==> config.mk <==
export PLATFORM = sky130hd
export DESIGN_NAME = rms_reset_mode
export DESIGN_NICKNAME = d
export VERILOG_FILES = /design/src/core/rms_pkg.sv /design/src/core/rms_reset_mode.sv
export SDC_FILE = /design/constraint.sdc
export NUM_CORES = 1
export LEC_CHECK = 0
export BUFFER_PORTS_ARGS = -buffer_cell sky130_fd_sc_hd__buf_2
export CAP_MARGIN = 20
export CORE_MARGIN = 8
export CORE_UTILIZATION = 45
export DETAILED_ROUTE_END_ITERATION = 6
export GPL_TIMING_DRIVEN = 0
export PLACE_DENSITY = 0.73
export SYNTH_ARGS = -nofsm -noshare
export SYNTH_HDL_FRONTEND = slang
export SYNTH_SLANG_ARGS = --single-unit
==> constraint.sdc <==
create_clock -name CLK -period 1.5 [get_ports CLK]
set_input_delay 0.3 -clock CLK [delete_from_list [all_inputs] [get_ports CLK]]
set_output_delay 0.3 -clock CLK [all_outputs]
set_load 0.01 [all_outputs]
==> src/core/rms_pkg.sv <==
// Operation
// - Reset low clears state, device stays dormant.
// - Reset input passes through internal synchronizer.
// - First fetch about seven cycles after release.
// - System reset output synchronous, tracks input length.
// - System reset drops two clocks after release.
// - System reset output driven during bus hold.
// - Enhanced only if strap high then low.
// - System reset tied to strap gives enhanced.
// - Mode strap input during reset, weak pull-up.
// - Both selects low at release floats pins.
// - Lower select pull-up only during reset.
// - Read strobe tied low selects queue status.
// - Mid selects zero, one pulled up in reset.
// - Refresh high compatible, floats in reset, hold.
// - Lock pull-up during reset and bus hold.
// - Upper select pull-up active during reset.
// - Clock output toggles through reset and hold.
`default_nettype none
package rms_pkg;
  localparam int  CLK_PERIOD_NS      = 25;
  // Release to deassert of system reset output, in clocks.
  localparam int  RESET_OUT_CLOCKS   = 2;
  // Strap is checked this many clocks after the system reset output drops.
  localparam int  STRAP_DELAY_CLOCKS = 4;
  // Fetch start, six and a half clocks rounded up to whole clocks.
  localparam int  FETCH_HALF_CLOCKS  = 13;
  localparam int  FETCH_CLOCKS       = (FETCH_HALF_CLOCKS + 1) / 2;
  localparam int  CNT_W              = 3;
  localparam logic [CNT_W-1:0] STRAP_CNT = CNT_W'(STRAP_DELAY_CLOCKS);
  localparam logic [CNT_W-1:0] FETCH_CNT = CNT_W'(FETCH_CLOCKS - RESET_OUT_CLOCKS);
  localparam logic [CNT_W-1:0] CNT_ZERO  = 3'h0;

  typedef enum logic [1:0] {
    RMS_RESET  = 2'b00,
    RMS_STRAP  = 2'b01,
    RMS_START  = 2'b10,
    RMS_RUN    = 2'b11
  } rms_state_t;
endpackage
`default_nettype wire

==> src/core/rms_reset_mode.sv <==
`default_nettype none
module rms_reset_mode
  import rms_pkg::*;
(
  // Clock and reset
  input  wire logic CLK,
  input  wire logic NRST,
  // Board reset and strap pins
  input  wire logic POWER_ON_CLEAR_IN_N,
  input  wire logic MODE_STRAP_IN,
  input  wire logic UPPER_MEMORY_SELECT_N_IN,
  input  wire logic LOWER_MEMORY_SELECT_N_IN,
  input  wire logic READ_STROBE_QUEUE_STRAP_N_IN,
  // Bus hold and refresh request from the core
  input  wire logic BUS_HOLD,
  input  wire logic REFRESH_REQ,
  // System reset and clock outputs
  output logic      SYSTEM_RESET,
  output logic      SYSTEM_CLOCK_OUT,
  output logic      FETCH_START,
  output logic      CORE_RUN,
  // Latched modes
  output logic      ENHANCED_MODE,
  output logic      FLOAT_TEST_MODE,
  output logic      QUEUE_STATUS_MODE,
  // Pin control, enables active low while driving
  output logic      REFRESH_CYCLE_N,
  output logic      REFRESH_CYCLE_OE_N,
  output logic      PIN_FLOAT_ALL,
  output logic      MODE_STRAP_PULLUP,
  output logic      UPPER_SELECT_PULLUP,
  output logic      LOWER_SELECT_PULLUP,
  output logic      READ_STROBE_PULLUP,
  output logic      MID_SELECT_PULLUP,
  output logic      LOCK_PULLUP
);
  import rms_pkg::*;

  // ------------------------------------------------------------
  // Reset synchronizer
  // ------------------------------------------------------------
  logic             sync_a;
  logic             sync_b;
  logic             res_q;
  rms_state_t       state;
  rms_state_t       next_state;
  logic [CNT_W-1:0] cnt;
  logic [CNT_W-1:0] next_cnt;
  logic             strap_at_rise;
  logic             in_reset;
  logic             rise;
  logic             strap_done;
  logic             start_done;

  // The raw pin is asynchronous, so only the second and third stages are used.
  always_ff @(posedge CLK or negedge NRST) begin
    if (!NRST) begin
      sync_a <= 1'b0;
      sync_b <= 1'b0;
      res_q  <= 1'b0;
    end else begin
      sync_a <= POWER_ON_CLEAR_IN_N;
      sync_b <= sync_a;
      res_q  <= sync_b;
    end
  end

  assign rise       = sync_b & ~res_q;
  assign in_reset   = ~sync_b;
  assign strap_done = (state == RMS_STRAP) && (cnt == STRAP_CNT);
  assign start_done = (state == RMS_START) && (cnt == FETCH_CNT);

  // ------------------------------------------------------------
  // Sequencer
  // ------------------------------------------------------------
  always_comb begin
    next_state = state;
    next_cnt   = cnt + 3'h1;
    case (state)
      RMS_RESET: begin
        next_cnt = CNT_ZERO;
        if (rise) begin
          next_state = RMS_STRAP;
          next_cnt   = 3'h1;
        end
      end
      RMS_STRAP: begin
        if (strap_done) begin
          next_state = RMS_START;
        end
      end
      // The fetch count is reached on entry, so this state lasts one clock.
      RMS_START: begin
        if (start_done) begin
          next_state = RMS_RUN;
        end
      end
      RMS_RUN:   next_cnt = cnt;
      default:   next_state = RMS_RESET;
    endcase
    if (in_reset) begin
      next_state = RMS_RESET;
      next_cnt   = CNT_ZERO;
    end
  end

  always_ff @(posedge CLK or negedge NRST) begin
    if (!NRST) begin
      state <= RMS_RESET;
      cnt   <= CNT_ZERO;
    end else begin
      state <= next_state;
      cnt   <= next_cnt;
    end
  end

  // ------------------------------------------------------------
  // Outputs and mode latches
  // ------------------------------------------------------------
  // Modes settle at least one clock before the fetch pulse, so the core never
  // starts its first fetch under a stale mode selection.
  always_ff @(posedge CLK or negedge NRST) begin
    if (!NRST) begin
      SYSTEM_RESET       <= 1'b1;
      SYSTEM_CLOCK_OUT   <= 1'b0;
      FETCH_START        <= 1'b0;
      CORE_RUN           <= 1'b0;
      strap_at_rise      <= 1'b0;
      ENHANCED_MODE      <= 1'b0;
      FLOAT_TEST_MODE    <= 1'b0;
      QUEUE_STATUS_MODE  <= 1'b0;
      REFRESH_CYCLE_N    <= 1'b1;
      REFRESH_CYCLE_OE_N <= 1'b1;
      PIN_FLOAT_ALL      <= 1'b0;
    end else begin
      SYSTEM_CLOCK_OUT <= ~SYSTEM_CLOCK_OUT;
      // Deasserts one edge after the second stage sees the release, so a
      // strap tied to this output still reads high when it is first sampled.
      SYSTEM_RESET     <= ~sync_b;
      FETCH_START      <= start_done & ~in_reset;
      CORE_RUN         <= in_reset ? 1'b0 : (CORE_RUN | start_done);
      if (in_reset) begin
        ENHANCED_MODE     <= 1'b0;
        QUEUE_STATUS_MODE <= 1'b0;
        FLOAT_TEST_MODE   <= 1'b0;
        PIN_FLOAT_ALL     <= 1'b0;
      end else if (rise && state == RMS_RESET) begin
        strap_at_rise   <= MODE_STRAP_IN;
        FLOAT_TEST_MODE <= ~UPPER_MEMORY_SELECT_N_IN & ~LOWER_MEMORY_SELECT_N_IN;
        PIN_FLOAT_ALL   <= ~UPPER_MEMORY_SELECT_N_IN & ~LOWER_MEMORY_SELECT_N_IN;
        QUEUE_STATUS_MODE <= ~READ_STROBE_QUEUE_STRAP_N_IN;
      end else if (strap_done) begin
        ENHANCED_MODE <= strap_at_rise & ~MODE_STRAP_IN;
      end
      REFRESH_CYCLE_N    <= ENHANCED_MODE ? ~REFRESH_REQ : 1'b1;
      REFRESH_CYCLE_OE_N <= in_reset | BUS_HOLD | PIN_FLOAT_ALL;
    end
  end

  // Pull-ups other than mode strap follow the synchronized reset (lock also hold); strap pins read high if open.
  always_ff @(posedge CLK or negedge NRST) begin
    if (!NRST) begin
      MODE_STRAP_PULLUP   <= 1'b1;
      UPPER_SELECT_PULLUP <= 1'b1;
      LOWER_SELECT_PULLUP <= 1'b1;
      READ_STROBE_PULLUP  <= 1'b1;
      MID_SELECT_PULLUP   <= 1'b1;
      LOCK_PULLUP         <= 1'b1;
    end else begin
      MODE_STRAP_PULLUP   <= 1'b1;
      UPPER_SELECT_PULLUP <= ~sync_b;
      LOWER_SELECT_PULLUP <= ~sync_b;
      READ_STROBE_PULLUP  <= ~sync_b;
      MID_SELECT_PULLUP   <= ~sync_b;
      LOCK_PULLUP         <= ~sync_b | BUS_HOLD;
    end
  end

  // ------------------------------------------------------------
  // Assertions
  // ------------------------------------------------------------
  // Internal sequencer signals are watched directly; the bench sees only ports.
  reset_release_a: assert property (@(posedge CLK) disable iff (!NRST)
    $rose(sync_b) |=> !SYSTEM_RESET) else $error("system reset did not drop after release");
  reset_hold_a: assert property (@(posedge CLK) disable iff (!NRST)
    !sync_b |=> SYSTEM_RESET) else $error("system reset low while input low");
  fetch_delay_a: assert property (@(posedge CLK) disable iff (!NRST)
    (rise && state == RMS_RESET) ##1 (!in_reset)[*5] |=> FETCH_START) else $error("fetch start late");
  dormant_a: assert property (@(posedge CLK) disable iff (!NRST)
    in_reset |=> !CORE_RUN && !ENHANCED_MODE) else $error("core active in reset");
  enhanced_sel_a: assert property (@(posedge CLK) disable iff (!NRST)
    strap_done |=> ENHANCED_MODE == (strap_at_rise && !$past(MODE_STRAP_IN))) else $error("mode select wrong");
  float_sel_a: assert property (@(posedge CLK) disable iff (!NRST)
    (rise && state == RMS_RESET && !UPPER_MEMORY_SELECT_N_IN && !LOWER_MEMORY_SELECT_N_IN && !in_reset)
      |=> PIN_FLOAT_ALL) else $error("float test not entered");
  mode_keep_a: assert property (@(posedge CLK) disable iff (!NRST)
    (state == RMS_RUN && !in_reset && $past(state) == RMS_RUN) |=> $stable(QUEUE_STATUS_MODE))
    else $error("mode changed while running");
  refresh_float_a: assert property (@(posedge CLK) disable iff (!NRST)
    (in_reset || BUS_HOLD) |=> REFRESH_CYCLE_OE_N) else $error("refresh driven in reset or hold");
  lock_pull_a: assert property (@(posedge CLK) disable iff (!NRST)
    BUS_HOLD |=> LOCK_PULLUP) else $error("lock pull-up off in hold");
  clock_run_a: assert property (@(posedge CLK) disable iff (!NRST)
    SYSTEM_CLOCK_OUT |=> !SYSTEM_CLOCK_OUT) else $error("clock output stalled");
  pullup_reset_a: assert property (@(posedge CLK) disable iff (!NRST)
    !sync_b |=> UPPER_SELECT_PULLUP && LOWER_SELECT_PULLUP && MID_SELECT_PULLUP) else $error("pull-up off in reset");
  pullup_off_a: assert property (@(posedge CLK) disable iff (!NRST)
    sync_b |=> !LOWER_SELECT_PULLUP && !READ_STROBE_PULLUP) else $error("pull-up left on after reset");
  fetch_once_a: assert property (@(posedge CLK) disable iff (!NRST)
    FETCH_START |=> !FETCH_START) else $error("fetch start longer than one clock");
  refresh_compat_a: assert property (@(posedge CLK) disable iff (!NRST)
    !ENHANCED_MODE |=> REFRESH_CYCLE_N) else $error("refresh low in compatible mode");
  float_keep_a: assert property (@(posedge CLK) disable iff (!NRST)
    (state == RMS_RUN && !in_reset) |=> $stable(PIN_FLOAT_ALL)) else $error("float mode changed while running");

  // Main scenarios: enhanced, float test, queue status, fetch and hold.
  enh_cover: cover property (@(posedge CLK) disable iff (!NRST) $rose(ENHANCED_MODE));
  float_cover: cover property (@(posedge CLK) disable iff (!NRST) $rose(PIN_FLOAT_ALL));
  fetch_cover: cover property (@(posedge CLK) disable iff (!NRST) FETCH_START);
  queue_cover: cover property (@(posedge CLK) disable iff (!NRST) $rose(QUEUE_STATUS_MODE));
  hold_cover: cover property (@(posedge CLK) disable iff (!NRST) BUS_HOLD && CORE_RUN);
endmodule
`default_nettype wire

==> impl_results.md, run 1 <==
- Vias in the first global route: 698
- Ys async rst share: 1.00
- Initial Util: 0.472
- Syn Inst Count: 81
- First-pass GRT wire length: 2970 um
- Fraction of layout cells with a size suffix above 1: 0.530
- Dpl ws: -0.177 ns
- HPWL Detailed: 1330 um
- Syn Area/Cell: 11.3 um2
- Minimum clock period after layout: 1.49 ns
- Final setup viols: 0
- Post-synthesis adder-cell area fraction: 0.0956
- Post-Synth Simple-Gate Area: 0.160
- Total grt overflow: 0
- Die Span Y: 61.1 um
- Ant. Diodes: 0
- Max VDD drop: 925 uV
- CTS tree: done
- Final hold vios: 0
- Area grow syn2layout: 35.4%
- Skew final: 0.00158 ns
- CTS Buffer Depth: 2
- Min-Delay Path Class: in -> reg
- First-pass DRT Iterations: 2
- Row count: 16
- Die footprint: 3740 um2
- Finished Cell Area: 1240 um2
- Final WS setup: 0.0104 ns
- Routed len/inst: 13.2 um
- Final Core Density: 0.639
- Initial drt markers: 13
- Core ar.: 1940 um2
- Total GRT Usage: 0.107
- Via density: 4.67
- Clk root buf: clkbuf_4
- Critical-path cell list: buf_6, ha_4, a21boi_4, nor4_4, mux2i_1
- Worst setup path class: reg -> reg
- Antenna Violating Nets Remaining: 0
- Clock transition at path regs: 0.09 ns
- Drt drc: 0
- Largest family of logic cells by synthesized area: simple AND/OR/NAND/NOR gates
- Hold_ws: 0.108 ns
- Initial antenna violation count: 0
- Multi-input logic area: 442 um2
- Buf/Inv on CP: 1
- Area of the mapped netlist: 916 um2
- Routed wire length: 1870 um
- Boundary Pins: 25
- Dpl cell area: 1070 um2
- Max Slew Vio Count: 0
- Fmax: 671 MHz
- Commonest non-fill, non-tap cell in the layout: buf_2
- Largest net degree at the start of global routing: 20
- CP Capture Type: register
- Fin crit share: 0.993
- Die Wd: 61.1 um
- Post-synthesis xor/xnor area fraction: 0
- Commonest non-fill, non-tap cells in the layout: buf_2 (23), dfrtp_1 (14), buf_4 (12)
- Critical Path AT: 1.71 ns
- Via count: 663
- Most area-consuming cells after synthesis: dfrtp_1 (41%), dfstp_2 (11%), ha_1 (9.6%), buf_4 (4.9%), mux2i_1 (4.4%)
- Number of synthesized flops with an enable pin: 0
- Synth unique cells: 30
- Status: finished clean
- Synth area leader: dfrtp_1
- Leakage power: 0.619 nW
- Nets: 132
- Register Area: 482 um2
- Ys flop type: dfrtp_1
- Net Count, Synth: 97
- Total CTS buffers: 3
- CTS sink cnt: 19
- Max FO, Critical Path: 3
- GPL Wtd Cong: 0.718
- Worst skew pair latency: 0.29 ns
- Max-cap violation count: 0
- Post-synthesis compound-gate area fraction: 0.0656
- Worst Setup Start Kind: register
- Post-synth top area share: 0.410
- Slowest stage cell on the critical path: dfrtp_1
- Seq cells post-synth: 19
- Worst path required time: 1.72 ns
- CTS HTree Levels: 1
- Mux cell area share after synthesis: 0.0560
- Ys Warns: 0
- Crit path max-delay family: flip-flops
- RSZ-0062 raised after global routing: yes
- Crit path largest cell delay: 0.41 ns
- FILL cells: 163
- Post-synthesis sequential area ratio: 0.525
- PortBufs: 23
- Power per Cell Area: 1300 nW/um2
[cell families (layout without fill, tap and decap cells)]
logic type	after synthesis	count (layout)
other	1	1
and+or+nand+nor	24	24
buffers and inverters	15	49
muxes	5	5
AOI/OAI and AO/OA	10	10
adders and majority gates	7	7
DFF	19	19
[through the flow]
stage               power (W)  cells  setup TNS (ns)
floorplan             0.00101     81         -0.0337
global placement      0.00110    131         -0.0834
detailed placement    0.00113    131          -0.318
CTS                   0.00154    141               0
global route          0.00174    142          -0.186
finish                0.00162    142               0
[layer usage]
metal,vias up,track usage,part of all wire
li1,325,-,-
met1,320,0.101,0.36
met2,18,0.210,0.54
met3,0,0.0438,0.095
met4,0,0.0133,0
met5,-,0,0
[final cells by class]
class / instances / share of cell area
multi-input combinational: 47 / 0.356
inverter: 7 / 0.0212
timing repair buffer: 31 / 0.146
clock buffer: 4 / 0.0212
sequential: 19 / 0.388
tap: 27 / 0.0272
buffer: 7 / 0.0394
[power by group]
| group | total (W) | leakage (nW) | switching [W] | internal, W |
|---|---|---|---|---|
| clock | 0.000246 | 0.0150 | 0.000142 | 0.000103 |
| combinational | 0.000749 | 0.371 | 0.000343 | 0.000406 |
| sequential | 0.000622 | 0.233 | 0.0000406 | 0.000581 |
[state kept, by name, indices dropped and copies added (netlist names)]
name and count:
PIN_FLOAT_ALL 1, sync_a 1, CORE_RUN 1, strap_at_rise 1, REFRESH_CYCLE_N 1, cnt 3
REFRESH_CYCLE_OE_N 1, SYSTEM_CLOCK_OUT 1, MID_SELECT_PULLUP 1, LOCK_PULLUP 1, state 2, sync_b 1
FETCH_START 1, res_q 1, ENHANCED_MODE 1, QUEUE_STATUS_MODE 1
[worst paths after layout]
| path | startpoint | endpoint | slack, ns | cells after the start |
|---|---|---|---|---|
| setup / recovery | state[1] | state[1] | 0.01 | 5 |
| hold / removal | POWER_ON_CLEAR_IN_N | sync_a | 0.11 | 1 |
| setup reg to reg | state[1] | state[1] | 0.01 | 5 |
| hold reg to reg | sync_a | sync_b | 0.36 | 0 |
| max in group asynchronous | NRST | REFRESH_CYCLE_OE_N | 0.72 | 2 |
| min in group asynchronous | NRST | CORE_RUN | 0.46 | 2 |
[cells in the mapped netlist (2+ instances only)]
master	count
inv_1	7
ha_1	7
nor3b_1	2
nand2b_1	2
a21oi_1	4
dfrtp_1	15
buf_4	6
o21ai_0	2
dfstp_2	4
mux2i_1	4
nand2_1	6
nor2_1	4
[what timing repair did]
action | CTS | global route
pin swaps | 3 | 2
endpoints found under the setup margin | 3 | 5
gates resized for setup | 11 | 10
buffers inserted | 7 | 1
hold buffers | 1 | 0
endpoints found under the hold margin | 15 | 0
Power figures use the tool's default switching activity.
==> inputs of run 2 (changes only) <==
CORE_MARGIN = 2   (was 8)
==> run 2 against run 1 <==
Die area decreased by 35%. Clock power shrank 2%. Combinational power shrank 2%. Global-route usage rose by 3.4 points. Maximum frequency increased by 0.26%. Via count shrank 3.0%. Non-clock buffer count unchanged. Clock-buffer cell count stayed put.
==> impl_results.md, run 2 (synthesis results as in run 1) <==
- Power per Cell Area: 1340 nW/um2 (+2.5%)
- Routed len/inst: 11.1 um (-16%)
- Ant. Diodes: 0 (unchanged)
- Total power: 0.00160 W (-0.93%)
- Post-route insts no fill: 142 (unchanged)
- Cell-internal power: 0.00110 W (+1.1%)
- Die footprint: 2410 um2 (-35%)
- Die Span Y: 49.1 um (-20%)
- GPL Wtd Cong: 0.734 (+2.1%)
- CTS tree: done
- Row count: 16 (unchanged)
- Status: finished clean
- Final setup viols: 0 (unchanged)
- Leading registers by flop count: cnt (3), state (2)
- Max FO, Critical Path: 4 (+1)
- Leakage power: 0.614 nW (-0.86%)
- Clock transition at path regs: 0.09 ns (about the same)
- Total GRT Usage: 0.141 (+0.0344)
- Clk root buf: clkbuf_4
- Total CTS buffers: 3 (unchanged)
- Switching share of power: 0.311 (-0.0140)
- Boundary Pins: 25 (unchanged)
- Max-cap violation count: 0 (unchanged)
- CTS HTree Levels: 1 (unchanged)
- Nets: 132 (unchanged)
- Worst skew pair latency: 0.29 ns (about the same)
- Fin crit share: 0.990 (-0.00262)
- Worst Setup Start Kind: register
- CTS Buffer Depth: 2 (unchanged)
- Register Area: 480 um2 (-0.26%)
- Top reg by flops: cnt
- Commonest non-fill, non-tap cell in the layout: buf_2
- Largest net degree at the start of global routing: 20 (unchanged)
- Initial Util: 0.472 (unchanged)
- Via density: 4.53 (-3.0%)
- Via count: 643 (-3.0%)
- Final hold vios: 0 (unchanged)
- Minimum clock period after layout: 1.49 ns (-0.00393 ns)
- Combinational power share: 0.458 (-0.005)
- Routed wire length: 1580 um (-16%)
- CTS sink cnt: 19 (unchanged)
- Sequential fraction of design power: 0.392 (+0.007)
- Multi-input logic area: 398 um2 (-9.9%)
- Initial antenna violation count: 0 (unchanged)
- Min-Delay Path Class: in -> reg
- Skew final: 0.00507 ns (+0.00349 ns)
- P_sw: 0.000498 W (-5.2%)
- Die Wd: 49.1 um (-20%)
- Vias in the first global route: 622 (-11%)
- First-pass DRT Iterations: 3 (+1)
- Worst R2R Start: state[0]
- Placed cells: 131 (unchanged)
- Commonest non-fill, non-tap cells in the layout: buf_2 (23), dfrtp_1 (15), buf_4 (11)
- Max Slew Vio Count: 0 (unchanged)
- Antenna Violating Nets Remaining: 0 (unchanged)
- Core ar.: 1940 um2 (unchanged)
- Hold Startpoint: POWER_ON_CLEAR_IN_N
- First-pass GRT wire length: 2650 um (-11%)
- Critical Path AT: 1.70 ns (about the same)
- Crit path launch: state[0]
- HPWL Detailed: 1150 um (-14%)
- Total grt overflow: 0 (unchanged)
- Worst path required time: 1.71 ns (about the same)
- CP Capture Type: register
- Drt drc: 0 (unchanged)
- Max reg flops: 3 (unchanged)
- FILL cells: 161 (-1.2%)
- Max VDD drop: 739 uV (-20%)
- Clk pwr share: 0.150 (-0.002)
- Area grow syn2layout: 30.9%
- Fmax: 673 MHz (+0.26%)
- Initial drt markers: 3 (-10)
- RSZ-0062 raised after global routing: yes
- Fraction of layout cells with a size suffix above 1: 0.470 (-0.0609)
- Worst setup path class: reg -> reg
- PortBufs: 23 (unchanged)
[run 2: critical path, stage by stage (launching register included)]
cell and delay, ns:
dfrtp_1 0.40, inv_2 0.07, ha_4 0.17, nor2b_4 0.13, or4b_1 0.51, a21oi_1 0.13
[run 2: worst paths after layout]
kind	slack, ns	cells after the start	to
worst max-delay path	0.01	5	ENHANCED_MODE
worst min-delay path	0.11	1	sync_a
worst max register to register	0.01	5	ENHANCED_MODE
worst min register to register	0.36	0	sync_b
max in group asynchronous	0.73	2	REFRESH_CYCLE_N
min in group asynchronous	0.46	2	FETCH_START
[run 2: power by group through the flow]
stage	Clock [W]	Sequential (W)	Combinational (W)
final	0.000241	0.000628	0.000733
after global routing	0.000275	0.000636	0.000806
after CTS	0.000255	0.000624	0.000643
after detailed placement	0	0.000642	0.000483
after global placement	0	0.000638	0.000464
after floorplan	0	0.000636	0.000373
[run 2: routing by layer]
layer / part of all wire / vias to the layer above / GRT usage / wire, um
met1: 0.41 / 297 / 0.166 / 642
met2: 0.53 / 19 / 0.250 / 841
met3: 0.061 / 0 / 0.0460 / 96
met4: 0 / 0 / 0.0286 / 0
met5: 0 / - / 0 / 0
li1: - / 327 / - / -
[run 2: metrics by stage]
stage	hold slack, ns	setup TNS, ns	setup WS (ns)	util	instance area (um2)
global placement	0.242	-0.112	-0.0899	0.550	1070
finish	0.114	0	0.0143	0.617	1200
floorplan	0.00441	-0.0337	-0.0337	-	918
detailed placement	0.248	-0.229	-0.111	0.550	1070
global route	0.0884	-0.181	-0.0724	0.617	1200
CTS	0.102	-0.00699	-0.00569	0.594	1150
[run 2: area by class of cell]
cell class	count	area share
Timing Repair Buffer	31	0.154
Tap cell	27	0.0282
Buffer	7	0.0407
Inverter	7	0.0219
Clock buffer	4	0.0219
Sequential cell	19	0.401
Multi-Input combinational cell	47	0.332
[run 2: what timing repair did]
action	4_1_cts	5_1_grt
buffers inserted	5	2
hold buffers	1	0
endpoints found under the setup margin	3	3
gates resized for setup	5	8
hold endpoints to repair	15	0
pin swaps	3	5
